===== src/logic/glc_cfg.svh =====
// constants for the gated limit event counter: offsets, fields, resets, timing
// assumes inclusion by the counter module and the bench
`ifndef GLC_CFG_SVH
`define GLC_CFG_SVH
// register byte offsets
`define GLC_OFF_CTRL    8'h00
`define GLC_OFF_HILIM   8'h04
`define GLC_OFF_STAGED  8'h08
`define GLC_OFF_DIRECT  8'h0C
`define GLC_OFF_CMP1    8'h10
`define GLC_OFF_CMP2    8'h14
`define GLC_OFF_OUTSET  8'h18
`define GLC_OFF_FILTER  8'h1C
`define GLC_OFF_COUNT   8'h20
`define GLC_OFF_STATUS  8'h24
`define GLC_OFF_LATCH   8'h28
// control fields
`define GLC_B_SWGATE    0
`define GLC_B_MODE      1
`define GLC_B_DIR       3
`define GLC_B_GINT      5
`define GLC_B_DIFN      6
`define GLC_B_DIINV     8
`define GLC_B_FILT      9
`define GLC_B_ISO       10
// output setting fields
`define GLC_B_FN1       0
`define GLC_B_FN2       3
`define GLC_B_SET1      5
`define GLC_B_SET2      6
// status fields
`define GLC_B_GATE      0
`define GLC_B_DI        1
`define GLC_B_DO1       2
`define GLC_B_DO2       3
// count range and reset values
`define GLC_CNT_MAX     32'h7FFFFFFF
`define GLC_CNT_MIN     32'h80000000
`define GLC_ZERO        32'h00000000
`define GLC_FILT_RST    8'h04
// comparator pulse duration
`define GLC_CLK_MHZ     10
`define GLC_PULSE_US    10
`define GLC_PULSE_CYC   (`GLC_PULSE_US * `GLC_CLK_MHZ)
`endif


===== src/logic/glc_pkg.sv =====
// types for the gated limit event counter
// assumes glc_cfg.svh holds all numeric constants
package glc_pkg;
    typedef enum logic [1:0] {GLC_CONT, GLC_ONCE, GLC_PERIODIC, GLC_MODE_RSV} glc_mode_t;
    typedef enum logic [1:0] {GLC_DIR_NONE, GLC_DIR_UP, GLC_DIR_DOWN, GLC_DIR_RSV} glc_dir_t;
    typedef enum logic [1:0] {GLC_DI_INPUT, GLC_DI_HWGATE, GLC_DI_LATCH, GLC_DI_SYNC} glc_difn_t;
    typedef enum logic [2:0] {GLC_DO_PLAIN, GLC_DO_GE, GLC_DO_LE, GLC_DO_PULSE,
                              GLC_DO_SWITCH, GLC_DO_R5, GLC_DO_R6, GLC_DO_R7} glc_dofn_t;
    typedef enum logic {GLC_BUS_IDLE, GLC_BUS_READ} glc_bus_t;
endpackage : glc_pkg


===== src/logic/glc_counter.sv =====
// gated limit event counter with ahb-lite register slave
// assumes one 10 mhz clock; field pins are asynchronous and get synchronised here
//
// Notes on behaviour
// - once, no direction: overflow closes gate, count held at that limit
// - once, up: reaching high limit reloads load value and closes gate
// - up direction: high limit set by software; load value resets to zero
// - once, down: reaching zero reloads load value and closes gate
// - down direction: low limit zero; load value taken from high limit write
// - periodic, no direction: overflow at full range reloads and keeps counting
// - periodic, up or down: reaching limit reloads, gate stays open
// - once, no direction, with interrupting gate: reopening keeps the limit value
// - input function: plain, hardware gate, latch or synchronisation
// - two outputs: plain, at least, at most, pulse; output one also window
// - load, count, compares and output settings writable during operation
// - hardware gate input level may be inverted
// - input filter rejects pulses shorter than configured length
// - filtered input level reported in status
// - software gate opens on rising control bit, closes when bit cleared
// - hardware gate opens on input rise, closes on input fall
// - internal gate is software and hardware gate; shown in status
// - canceling gate restarts from load value; interrupting resumes
// - software-only gate: open resumes or reloads per configuration
// - isochronous: gate opens at next output instant; count sampled at input instant
// - both gates: software open resumes; hardware open per configuration
// - isochronous with hardware gate: counting starts when hardware gate opens
// - count range is 32-bit signed
// - direct load replaces count now; staged load used at events only
`timescale 1ns/1ps
`include "glc_cfg.svh"

module glc_counter
    import glc_pkg::*;
#(
    parameter int FILT_W = 8
)
(
    // clock and reset
    input  wire logic        clk,
    input  wire logic        rst_n,
    // ahb-lite slave
    input  wire logic        hsel,
    input  wire logic [31:0] haddr,
    input  wire logic [1:0]  htrans,
    input  wire logic        hwrite,
    input  wire logic [2:0]  hsize,
    input  wire logic [31:0] hwdata,
    input  wire logic        hready,
    output logic             hreadyout,
    output logic [31:0]      hrdata,
    output logic             hresp,
    // field pins
    input  wire logic        count_up_pin,
    input  wire logic        count_down_pin,
    input  wire logic        aux_input_pin,
    input  wire logic        iso_out_pin,
    input  wire logic        iso_in_pin,
    output logic             physical_output
);

    // ------------------------------------------------------------
    // pin synchronisers
    // ------------------------------------------------------------
    logic [4:0] pin_raw;
    logic [4:0] sync1_reg;
    logic [4:0] sync2_reg;
    logic [4:0] prev_reg;
    logic [4:0] pin_rise;

    assign pin_raw  = {iso_in_pin, iso_out_pin, aux_input_pin, count_down_pin, count_up_pin};
    assign pin_rise = sync2_reg & ~prev_reg;

    always_ff @(posedge clk)
    begin
        if (!rst_n)
        begin
            sync1_reg <= 5'h00;
            sync2_reg <= 5'h00;
            prev_reg  <= 5'h00;
        end
        else
        begin
            sync1_reg <= pin_raw;
            sync2_reg <= sync1_reg;
            prev_reg  <= sync2_reg;
        end
    end

    // ------------------------------------------------------------
    // bus slave
    // ------------------------------------------------------------
    glc_bus_t    bus_reg;
    logic        wr_pend_reg;
    logic [7:0]  addr_reg;
    logic [31:0] ctrl_reg;
    logic [31:0] hilim_reg;
    logic [31:0] staged_reg;
    logic [31:0] cmp1_reg;
    logic [31:0] cmp2_reg;
    logic [31:0] outset_reg;
    logic [FILT_W-1:0] filt_len_reg;
    logic [31:0] count_reg;
    logic [31:0] fb_count_reg;
    logic [31:0] latch_reg;
    logic [3:0]  status;
    logic [31:0] rd_mux;
    logic        acc;
    logic        wr_direct;

    assign acc       = hsel & htrans[1] & hready;
    assign wr_direct = wr_pend_reg && (addr_reg == `GLC_OFF_DIRECT);

    // reads take one wait state so that hrdata comes from a flop
    always_ff @(posedge clk)
    begin
        if (!rst_n)
        begin
            bus_reg     <= GLC_BUS_IDLE;
            wr_pend_reg <= 1'b0;
            addr_reg    <= 8'h00;
            hreadyout   <= 1'b1;
            hrdata      <= `GLC_ZERO;
            hresp       <= 1'b0;
        end
        else
        begin
            wr_pend_reg <= acc & hwrite;
            if (acc)
                addr_reg <= haddr[7:0];
            case (bus_reg)
                GLC_BUS_IDLE:
                begin
                    if (acc && !hwrite)
                    begin
                        bus_reg   <= GLC_BUS_READ;
                        hreadyout <= 1'b0;
                    end
                end
                default:
                begin
                    hrdata    <= rd_mux;
                    hreadyout <= 1'b1;
                    bus_reg   <= GLC_BUS_IDLE;
                end
            endcase
        end
    end

    always_comb
    begin
        if (addr_reg == `GLC_OFF_CTRL)
            rd_mux = ctrl_reg;
        else if (addr_reg == `GLC_OFF_HILIM)
            rd_mux = hilim_reg;
        else if (addr_reg == `GLC_OFF_STAGED)
            rd_mux = staged_reg;
        else if (addr_reg == `GLC_OFF_CMP1)
            rd_mux = cmp1_reg;
        else if (addr_reg == `GLC_OFF_CMP2)
            rd_mux = cmp2_reg;
        else if (addr_reg == `GLC_OFF_OUTSET)
            rd_mux = outset_reg;
        else if (addr_reg == `GLC_OFF_FILTER)
            rd_mux = {{(32-FILT_W){1'b0}}, filt_len_reg};
        else if (addr_reg == `GLC_OFF_COUNT)
            rd_mux = fb_count_reg;
        else if (addr_reg == `GLC_OFF_STATUS)
            rd_mux = {28'h0000000, status};
        else if (addr_reg == `GLC_OFF_LATCH)
            rd_mux = latch_reg;
        else
            rd_mux = `GLC_ZERO;
    end

    // ------------------------------------------------------------
    // configuration registers
    // ------------------------------------------------------------
    glc_mode_t mode;
    glc_dir_t  dir;
    glc_difn_t difn;
    logic      sw_bit;
    logic      gint;
    logic      iso_en;
    logic      hw_used;

    assign sw_bit  = ctrl_reg[`GLC_B_SWGATE];
    assign mode    = glc_mode_t'(ctrl_reg[`GLC_B_MODE +: 2]);
    assign dir     = glc_dir_t'(ctrl_reg[`GLC_B_DIR +: 2]);
    assign gint    = ctrl_reg[`GLC_B_GINT];
    assign difn    = glc_difn_t'(ctrl_reg[`GLC_B_DIFN +: 2]);
    assign iso_en  = ctrl_reg[`GLC_B_ISO];
    assign hw_used = (difn == GLC_DI_HWGATE);

    // all of these stay writable while counting runs
    always_ff @(posedge clk)
    begin
        if (!rst_n)
        begin
            ctrl_reg     <= `GLC_ZERO;
            hilim_reg    <= `GLC_CNT_MAX;
            staged_reg   <= `GLC_ZERO;
            cmp1_reg     <= `GLC_ZERO;
            cmp2_reg     <= `GLC_ZERO;
            outset_reg   <= `GLC_ZERO;
            filt_len_reg <= FILT_W'(`GLC_FILT_RST);
        end
        else if (wr_pend_reg)
        begin
            if (addr_reg == `GLC_OFF_CTRL)
                ctrl_reg <= hwdata;
            else if (addr_reg == `GLC_OFF_HILIM)
            begin
                hilim_reg <= hwdata;
                if (dir == GLC_DIR_DOWN)
                    staged_reg <= hwdata;
            end
            else if (addr_reg == `GLC_OFF_STAGED)
                staged_reg <= hwdata;
            else if (addr_reg == `GLC_OFF_CMP1)
                cmp1_reg <= hwdata;
            else if (addr_reg == `GLC_OFF_CMP2)
                cmp2_reg <= hwdata;
            else if (addr_reg == `GLC_OFF_OUTSET)
                outset_reg <= hwdata;
            else if (addr_reg == `GLC_OFF_FILTER)
                filt_len_reg <= hwdata[FILT_W-1:0];
        end
    end

    // ------------------------------------------------------------
    // input filter and edges
    // ------------------------------------------------------------
    logic              di_filt_reg;
    logic              di_eff_prev_reg;
    logic [FILT_W-1:0] filt_cnt_reg;
    logic              di_eff;
    logic              di_rise;
    logic              di_fall;

    // a level must stay stable for filt_len + 1 cycles, so short pulses die here
    always_ff @(posedge clk)
    begin
        if (!rst_n)
        begin
            di_filt_reg  <= 1'b0;
            filt_cnt_reg <= '0;
        end
        else if (!ctrl_reg[`GLC_B_FILT] || sync2_reg[2] == di_filt_reg)
        begin
            di_filt_reg  <= sync2_reg[2];
            filt_cnt_reg <= '0;
        end
        else if (filt_cnt_reg >= filt_len_reg)
        begin
            di_filt_reg  <= sync2_reg[2];
            filt_cnt_reg <= '0;
        end
        else
            filt_cnt_reg <= filt_cnt_reg + 1'b1;
    end

    assign di_eff  = di_filt_reg ^ (hw_used & ctrl_reg[`GLC_B_DIINV]);
    assign di_rise = di_eff & ~di_eff_prev_reg;
    assign di_fall = ~di_eff & di_eff_prev_reg;

    // ------------------------------------------------------------
    // gates
    // ------------------------------------------------------------
    logic sw_prev_reg;
    logic sw_arm_reg;
    logic software_gate_bit_reg;
    logic hw_gate_reg;
    logic hw_prev_reg;
    logic gate_prev_reg;
    logic sw_open_ev;
    logic gate_now;
    logic open_load;
    logic close_ev;
    logic out_rise;

    assign out_rise   = pin_rise[3];
    // isochronous: the rising bit only arms, the output instant opens
    assign sw_open_ev = iso_en ? (sw_arm_reg & out_rise) : (sw_bit & ~sw_prev_reg);
    assign gate_now   = software_gate_bit_reg & (~hw_used | hw_gate_reg);
    // reopening via software while hardware was already open never reloads
    assign open_load  = gate_now & ~gate_prev_reg & ~gint
                        & ~(hw_used & hw_prev_reg);

    always_ff @(posedge clk)
    begin
        if (!rst_n)
        begin
            sw_prev_reg     <= 1'b0;
            sw_arm_reg      <= 1'b0;
            software_gate_bit_reg     <= 1'b0;
            hw_gate_reg     <= 1'b0;
            hw_prev_reg     <= 1'b0;
            gate_prev_reg   <= 1'b0;
            di_eff_prev_reg <= 1'b0;
        end
        else
        begin
            sw_prev_reg     <= sw_bit;
            hw_prev_reg     <= hw_gate_reg;
            gate_prev_reg   <= gate_now;
            di_eff_prev_reg <= di_eff;
            if (!sw_bit || sw_open_ev)
                sw_arm_reg <= 1'b0;
            else if (iso_en && !sw_prev_reg)
                sw_arm_reg <= 1'b1;
            if (!sw_bit || close_ev)
                software_gate_bit_reg <= 1'b0;
            else if (sw_open_ev)
                software_gate_bit_reg <= 1'b1;
            if (!hw_used || di_fall)
                hw_gate_reg <= 1'b0;
            else if (di_rise)
                hw_gate_reg <= 1'b1;
        end
    end

    // ------------------------------------------------------------
    // counter
    // ------------------------------------------------------------
    logic        step_up;
    logic        step_dn;
    logic        step;
    logic [31:0] nxt;
    logic [31:0] hi_eff;
    logic [31:0] lo_eff;
    logic        viol;
    logic        reach;
    logic        lim_ev;
    logic        sync_ev;

    assign step_up = pin_rise[0] & ~pin_rise[1] & gate_now;
    assign step_dn = pin_rise[1] & ~pin_rise[0] & gate_now;
    assign step    = step_up | step_dn;
    assign nxt     = step_up ? count_reg + 32'h00000001 : count_reg - 32'h00000001;
    assign hi_eff  = (dir == GLC_DIR_UP) ? hilim_reg : `GLC_CNT_MAX;
    assign lo_eff  = (dir == GLC_DIR_DOWN) ? `GLC_ZERO : `GLC_CNT_MIN;
    assign viol    = (step_up && count_reg == `GLC_CNT_MAX) ||
                     (step_dn && count_reg == `GLC_CNT_MIN);
    assign reach   = (dir == GLC_DIR_UP && step_up && nxt == hi_eff) ||
                     (dir == GLC_DIR_DOWN && step_dn && nxt == lo_eff);
    assign lim_ev  = (mode == GLC_ONCE || mode == GLC_PERIODIC) &&
                     ((dir == GLC_DIR_NONE) ? viol : reach);
    assign close_ev = lim_ev && mode == GLC_ONCE;
    assign sync_ev  = difn == GLC_DI_SYNC && di_rise && software_gate_bit_reg;

    always_ff @(posedge clk)
    begin
        if (!rst_n)
            count_reg <= `GLC_ZERO;
        else if (wr_direct)
            count_reg <= hwdata;
        else if (sync_ev || open_load)
            count_reg <= staged_reg;
        else if (lim_ev)
        begin
            // once without direction parks at the limit, the rest reload
            if (!(mode == GLC_ONCE && dir == GLC_DIR_NONE))
                count_reg <= staged_reg;
        end
        else if (step)
            count_reg <= nxt;
    end

    // latch and isochronous feedback sample
    always_ff @(posedge clk)
    begin
        if (!rst_n)
        begin
            latch_reg    <= `GLC_ZERO;
            fb_count_reg <= `GLC_ZERO;
        end
        else
        begin
            if (difn == GLC_DI_LATCH && di_rise)
                latch_reg <= count_reg;
            if (!iso_en || pin_rise[4])
                fb_count_reg <= count_reg;
        end
    end

    // ------------------------------------------------------------
    // outputs
    // ------------------------------------------------------------
    logic [1:0] do_reg;

    for (genvar ch = 0; ch < 2; ch++)
    begin : g_out
        logic [31:0] cv;
        glc_dofn_t   fn;
        logic        hit;
        logic [7:0]  pcnt_reg;

        assign cv  = (ch == 0) ? cmp1_reg : cmp2_reg;
        assign fn  = (ch == 0) ? glc_dofn_t'(outset_reg[`GLC_B_FN1 +: 3])
                               : glc_dofn_t'({1'b0, outset_reg[`GLC_B_FN2 +: 2]});
        // with a main direction only the approach in that direction counts
        assign hit = step && nxt == cv && (dir == GLC_DIR_NONE ||
                     (dir == GLC_DIR_UP && step_up) || (dir == GLC_DIR_DOWN && step_dn));

        always_ff @(posedge clk)
        begin
            if (!rst_n)
            begin
                do_reg[ch] <= 1'b0;
                pcnt_reg   <= 8'h00;
            end
            else
            begin
                case (fn)
                    GLC_DO_PLAIN:  do_reg[ch] <= outset_reg[`GLC_B_SET1 + ch];
                    GLC_DO_GE:     do_reg[ch] <= $signed(count_reg) >= $signed(cv);
                    GLC_DO_LE:     do_reg[ch] <= $signed(count_reg) <= $signed(cv);
                    GLC_DO_PULSE:
                    begin
                        if (hit)
                        begin
                            do_reg[ch] <= 1'b1;
                            pcnt_reg   <= 8'(`GLC_PULSE_CYC);
                        end
                        else if (pcnt_reg > 8'h01)
                            pcnt_reg <= pcnt_reg - 8'h01;
                        else
                        begin
                            do_reg[ch] <= 1'b0;
                            pcnt_reg   <= 8'h00;
                        end
                    end
                    GLC_DO_SWITCH:
                        do_reg[ch] <= (ch == 0) && $signed(count_reg) >= $signed(cmp1_reg)
                                      && $signed(count_reg) <= $signed(cmp2_reg);
                    default:       do_reg[ch] <= 1'b0;
                endcase
            end
        end
    end

    assign physical_output = do_reg[0];
    assign status = {do_reg[1], do_reg[0], di_filt_reg, gate_now};
endmodule : glc_counter


===== config.mk =====
export PLATFORM = sky130hd
export DESIGN_NAME = glc_counter
export DESIGN_NICKNAME = d
export VERILOG_FILES = /design/src/logic/glc_pkg.sv /design/src/logic/glc_counter.sv
export VERILOG_INCLUDE_DIRS = /design/src /design/src/logic
export SDC_FILE = /design/constraint.sdc
export NUM_CORES = 1
export LEC_CHECK = 0
export ABC_CLOCK_PERIOD_IN_PS = 6000
export BUFFER_PORTS_ARGS = -buffer_cell sky130_fd_sc_hd__buf_4
export CORE_MARGIN = 2
export CORE_UTILIZATION = 45
export DETAILED_ROUTE_END_ITERATION = 7
export SYNTH_ARGS = -nofsm -noshare
export SYNTH_HDL_FRONTEND = slang
export SYNTH_SLANG_ARGS = --single-unit

===== constraint.sdc =====
create_clock -name clk -period 6 [get_ports clk]
set_input_delay 0.3 -clock clk [delete_from_list [all_inputs] [get_ports clk]]
set_output_delay 0.3 -clock clk [all_outputs]
set_load 0.1 [all_outputs]

==> impl_metrics.xml <==
<?xml version="1.0" encoding="UTF-8"?>
<metrics>
  <group name="drt">
    <metric name="route.final.wire_length" unit="mm">92.2</metric>
    <metric name="final_antenna_net_count" unit="">0</metric>
    <metric name="count_of_tritonroute_iterations_in_the_first_routing_pass" unit="">6</metric>
    <metric name="dr_total_vias" unit="">22500</metric>
    <metric name="first_iter_violations" unit="">2996</metric>
    <metric name="post-route-drc-count" unit="">0</metric>
    <metric name="routed_wire_length_per_instance" unit="microns">25.2</metric>
    <metric name="post_drt_via_cell_ratio" unit="">6.14</metric>
  </group>
  <group name="global_route">
    <metric name="grt.overflow.total" unit="">0</metric>
    <metric name="grt_overall_usage" unit="">0.341</metric>
    <metric name="grt_start_max_net_pins" unit="">170</metric>
    <metric name="via_count_of_the_first_global_routing_pass" unit="">21300</metric>
    <metric name="grt_antenna_before_repair" unit="">1</metric>
    <metric name="grt_first_pass_wirelength" unit="mm">137</metric>
  </group>
  <group name="die">
    <metric name="fp.dieH" unit="microns">230</metric>
    <metric name="row_count" unit="">82</metric>
    <metric name="starting_density_of_the_core" unit="">0.457</metric>
    <metric name="boundaryPins" unit="">114</metric>
    <metric name="fp.dieArea" unit="sq um">52800</metric>
    <metric name="die-width" unit="microns">230</metric>
    <metric name="placeableCoreArea" unit="sq um">50300</metric>
  </group>
  <group name="clock_tree">
    <metric name="numCtsBuffers" unit="">44</metric>
    <metric name="worst_setup_hold_path_clk_slew" unit="ps">60</metric>
    <metric name="clock_sink_count" unit="">387</metric>
    <metric name="post-cts-setup-buffer-count" unit="">0</metric>
    <metric name="clk-insertion-delay-late" unit="ps">600</metric>
    <metric name="tritoncts" unit="">done</metric>
    <metric name="clock_tree.root_cell" unit="">clkbuf_16</metric>
    <metric name="cts_hold_repair.buffers" unit="">25</metric>
    <metric name="post_cts_sizing_count" unit="">0</metric>
    <metric name="cts_buffer_depth" unit="">3</metric>
    <metric name="h-tree-depth" unit="">2</metric>
  </group>
  <group name="yosys">
    <metric name="synth.ff_latch_count" unit="">387</metric>
    <metric name="syn-instance-count" unit="">2880</metric>
    <metric name="yosys_warnings" unit="">0</metric>
    <metric name="netlist_area" unit="sq um">23000</metric>
    <metric name="syn_nets" unit="">3075</metric>
    <metric name="synth_ff_type" unit="">dfxtp_1</metric>
    <metric name="synth_cell_types" unit="">98</metric>
    <metric name="count_of_flip_flops_with_a_built_in_enable_after_synthesis" unit="">0</metric>
    <metric name="postSynthAreaPerCell" unit="sq um">7.97</metric>
    <metric name="synth-async-reset-ratio" unit="">0</metric>
    <metric name="seq_area_frac_synth" unit="">0.337</metric>
  </group>
  <group name="finish">
    <metric name="final_core_util" unit="">0.523</metric>
    <metric name="multi_input_gate_area_in_the_final_layout" unit="sq um">14200</metric>
    <metric name="finish.net_count" unit="">3150</metric>
    <metric name="layout-drive-gt1-share" unit="">0.101</metric>
    <metric name="filler_cell_count" unit="">4819</metric>
    <metric name="sequential_cell_area" unit="sq um">7750</metric>
    <metric name="layout.cells.most_common_list" unit="">nand2_1, dfxtp_1, a21boi_0, buf_4, nor2_1</metric>
    <metric name="final_cells" unit="">3658</metric>
    <metric name="syn_to_final_growth" unit="%">14.5</metric>
    <metric name="mostFrequentLayoutCell" unit="">nand2_1</metric>
    <metric name="layout.cell_area.non_filler" unit="sq um">26300</metric>
  </group>
  <group name="placed_design">
    <metric name="post-place-cells" unit="">3556</metric>
    <metric name="post_detail_place_hpwl" unit="mm">65.6</metric>
    <metric name="port_buffers" unit="">84</metric>
    <metric name="gpl.final_weighted_congestion" unit="">0.991</metric>
    <metric name="pre_cts_slack" unit="ps">446</metric>
    <metric name="placed_cell_area" unit="sq um">24500</metric>
  </group>
  <group name="setup_path">
    <metric name="timing.critical_path.from_type" unit="">flop</metric>
    <metric name="cp_top_family" unit="">compound AO/OA/AOI/OAI gates</metric>
    <metric name="crit_chain" unit="">nor2b_1 &gt; nor2b_1 &gt; nand2_1 &gt; buf_12 &gt; ha_1 &gt; o211ai_1 &gt; o21ai_2 &gt; nand3_1 &gt; a31oi_1 &gt; nor2_1 &gt; xnor2_1 &gt; mux2_2 &gt; a22oi_1 &gt; a2111oi_4 &gt; buf_4 &gt; o21ai_4 &gt; buf_4 &gt; mux2i_1 &gt; o21ai_1</metric>
    <metric name="cpPeakStageDelay" unit="ps">670</metric>
    <metric name="critPathRequiredTime" unit="ps">6440</metric>
    <metric name="crit_slowest_cell" unit="">xnor2_1</metric>
    <metric name="crit_path_buf_inv_count" unit="">3</metric>
    <metric name="critical_path_class" unit="">reg -&gt; reg</metric>
    <metric name="critical_path.endpoint_type" unit="">flop</metric>
    <metric name="worst_ep_arrival_time" unit="ps">6070</metric>
    <metric name="worstPathMaxFanout" unit="">37</metric>
  </group>
  <group name="power_and_ir_drop">
    <metric name="finalPower" unit="mW">5.78</metric>
    <metric name="power_per_cell_area" unit="nW/um^2">220</metric>
    <metric name="vdd_ir_drop_max" unit="mV">0.238</metric>
    <metric name="cellLeakagePower" unit="nW">10.4</metric>
  </group>
  <group name="timing">
    <metric name="least_margin_pin_slew" unit="ps">1280</metric>
    <metric name="timing.clock.skew" unit="ps">25.7</metric>
    <metric name="final_hold_viol_count" unit="">0</metric>
    <metric name="clock.fmax" unit="MHz">178</metric>
    <metric name="post-route-period-util" unit="">0.939</metric>
    <metric name="finalMaxSlewViolations" unit="">0</metric>
    <metric name="hold_slack" unit="ps">21.9</metric>
    <metric name="setup_ws" unit="ps">368</metric>
    <metric name="period_minus_slack" unit="ps">5630</metric>
    <metric name="finalSetupTns" unit="ps">0</metric>
    <metric name="report.final.setup_viol" unit="">0</metric>
    <metric name="grt_setup_unrepaired" unit="">no</metric>
    <metric name="max_slew_margin" unit="">0.140</metric>
  </group>
  <group name="min_path">
    <metric name="worstHoldPathType" unit="">in -&gt; reg</metric>
  </group>
  <group name="flow_run">
    <metric name="cap_violations" unit="">0</metric>
  </group>
  <group name="run_status">
    <metric name="outcome" unit="">complete, no violations</metric>
  </group>
</metrics>
==> cell usage after synthesis (6+ instances only) <==
master	count	area [sq um]
nand2_1	649	2440
dfxtp_1	387	7750
a21boi_0	238	1790
clkbuf_1	152	571
nor2_1	143	537
ha_1	115	1440
inv_1	96	360
a21oi_1	80	400
nand3_1	66	330
xnor2_1	65	569
o21ai_0	64	320
mux2i_1	63	631
a22oi_1	52	390
nor2b_1	51	319
o21ai_1	42	210
a31oi_1	40	250
a22o_1	38	333
nand4_1	38	238
a221oi_1	37	324
and2_1	35	219
a21o_1	33	248
nor3_1	32	160
nor4_1	31	194
and3_1	26	163
o211ai_1	22	165
xor2_1	19	166
buf_2	18	90.1
o21a_1	17	128
xnor3_1	16	360
and4_1	14	123
or3_1	13	81.3
nand2b_1	10	62.6
o2111ai_1	10	87.6
a211oi_1	9	67.6
nor3b_1	9	67.6
a2111oi_0	7	61.3
a211o_1	7	61.3
a222oi_1	7	70.1
a21boi_1	6	45.0
a41oi_1	6	52.6
nor4b_1	6	52.6
or2_2	6	37.5
==> power by group <==
group          total, mW  internal, mW  switching [mW]
sequential          2.59          2.58         0.00971
combinational      0.339         0.113           0.226
clock               2.84          1.68            1.17
total               5.78          4.37            1.40
==> layer usage <==
layer,vias to the layer above,track usage,wire (microns)
li1,10300,-,-
met2,1227,0.519,39100
met3,197,0.0650,9340
met1,10700,0.485,40600
met4,0,0.110,3280
met5,-,0,0
==> path summary, 6_finish.rpt <==
check | from | to | slack (ps) | depth (start not counted)
worst min register to register | sync1_reg[0] | sync2_reg[0] | 430 | 1
worst min-delay path | hwdata[0] | hilim_reg[0] | 20 | 3
worst max-delay path | sync2_reg[0] | count_reg[6] | 370 | 19
worst max register to register | sync2_reg[0] | count_reg[6] | 370 | 19
==> final cells by class <==
class                   instances  area share
diodes                          1   0.0000952
flip-flops and latches        387       0.295
clock buffers                  58      0.0458
well taps                     672      0.0320
clock inverters                18      0.0108
multi-input cells            2214       0.539
repair buffers                211      0.0639
inverters                      97      0.0139
==> cells by family after synthesis <==
group                      Yosys count  share of synthesized area
AOI/OAI and AO/OA                  775                      0.243
xor gates and xnor gates           102                     0.0495
adders and majority gates          116                     0.0635
buffers and inverters              279                     0.0484
DFF                                387                      0.337
muxes                               66                     0.0296
other                                1                   0.000163
and+or+nand+nor                   1154                      0.228
==> worst reg2reg max path, delay by kind of cell, from the launching register on <==
kind | cells | cell delay (ps)
adders and majority gates | 1 | 520
buffers and inverters | 3 | 640
muxes | 2 | 640
xor gates and xnor gates | 1 | 670
and+or+nand+nor | 5 | 1060
DFF | 1 | 320
AOI/OAI and AO/OA | 7 | 1660
Note: power is estimated with default switching activity, not from simulation.
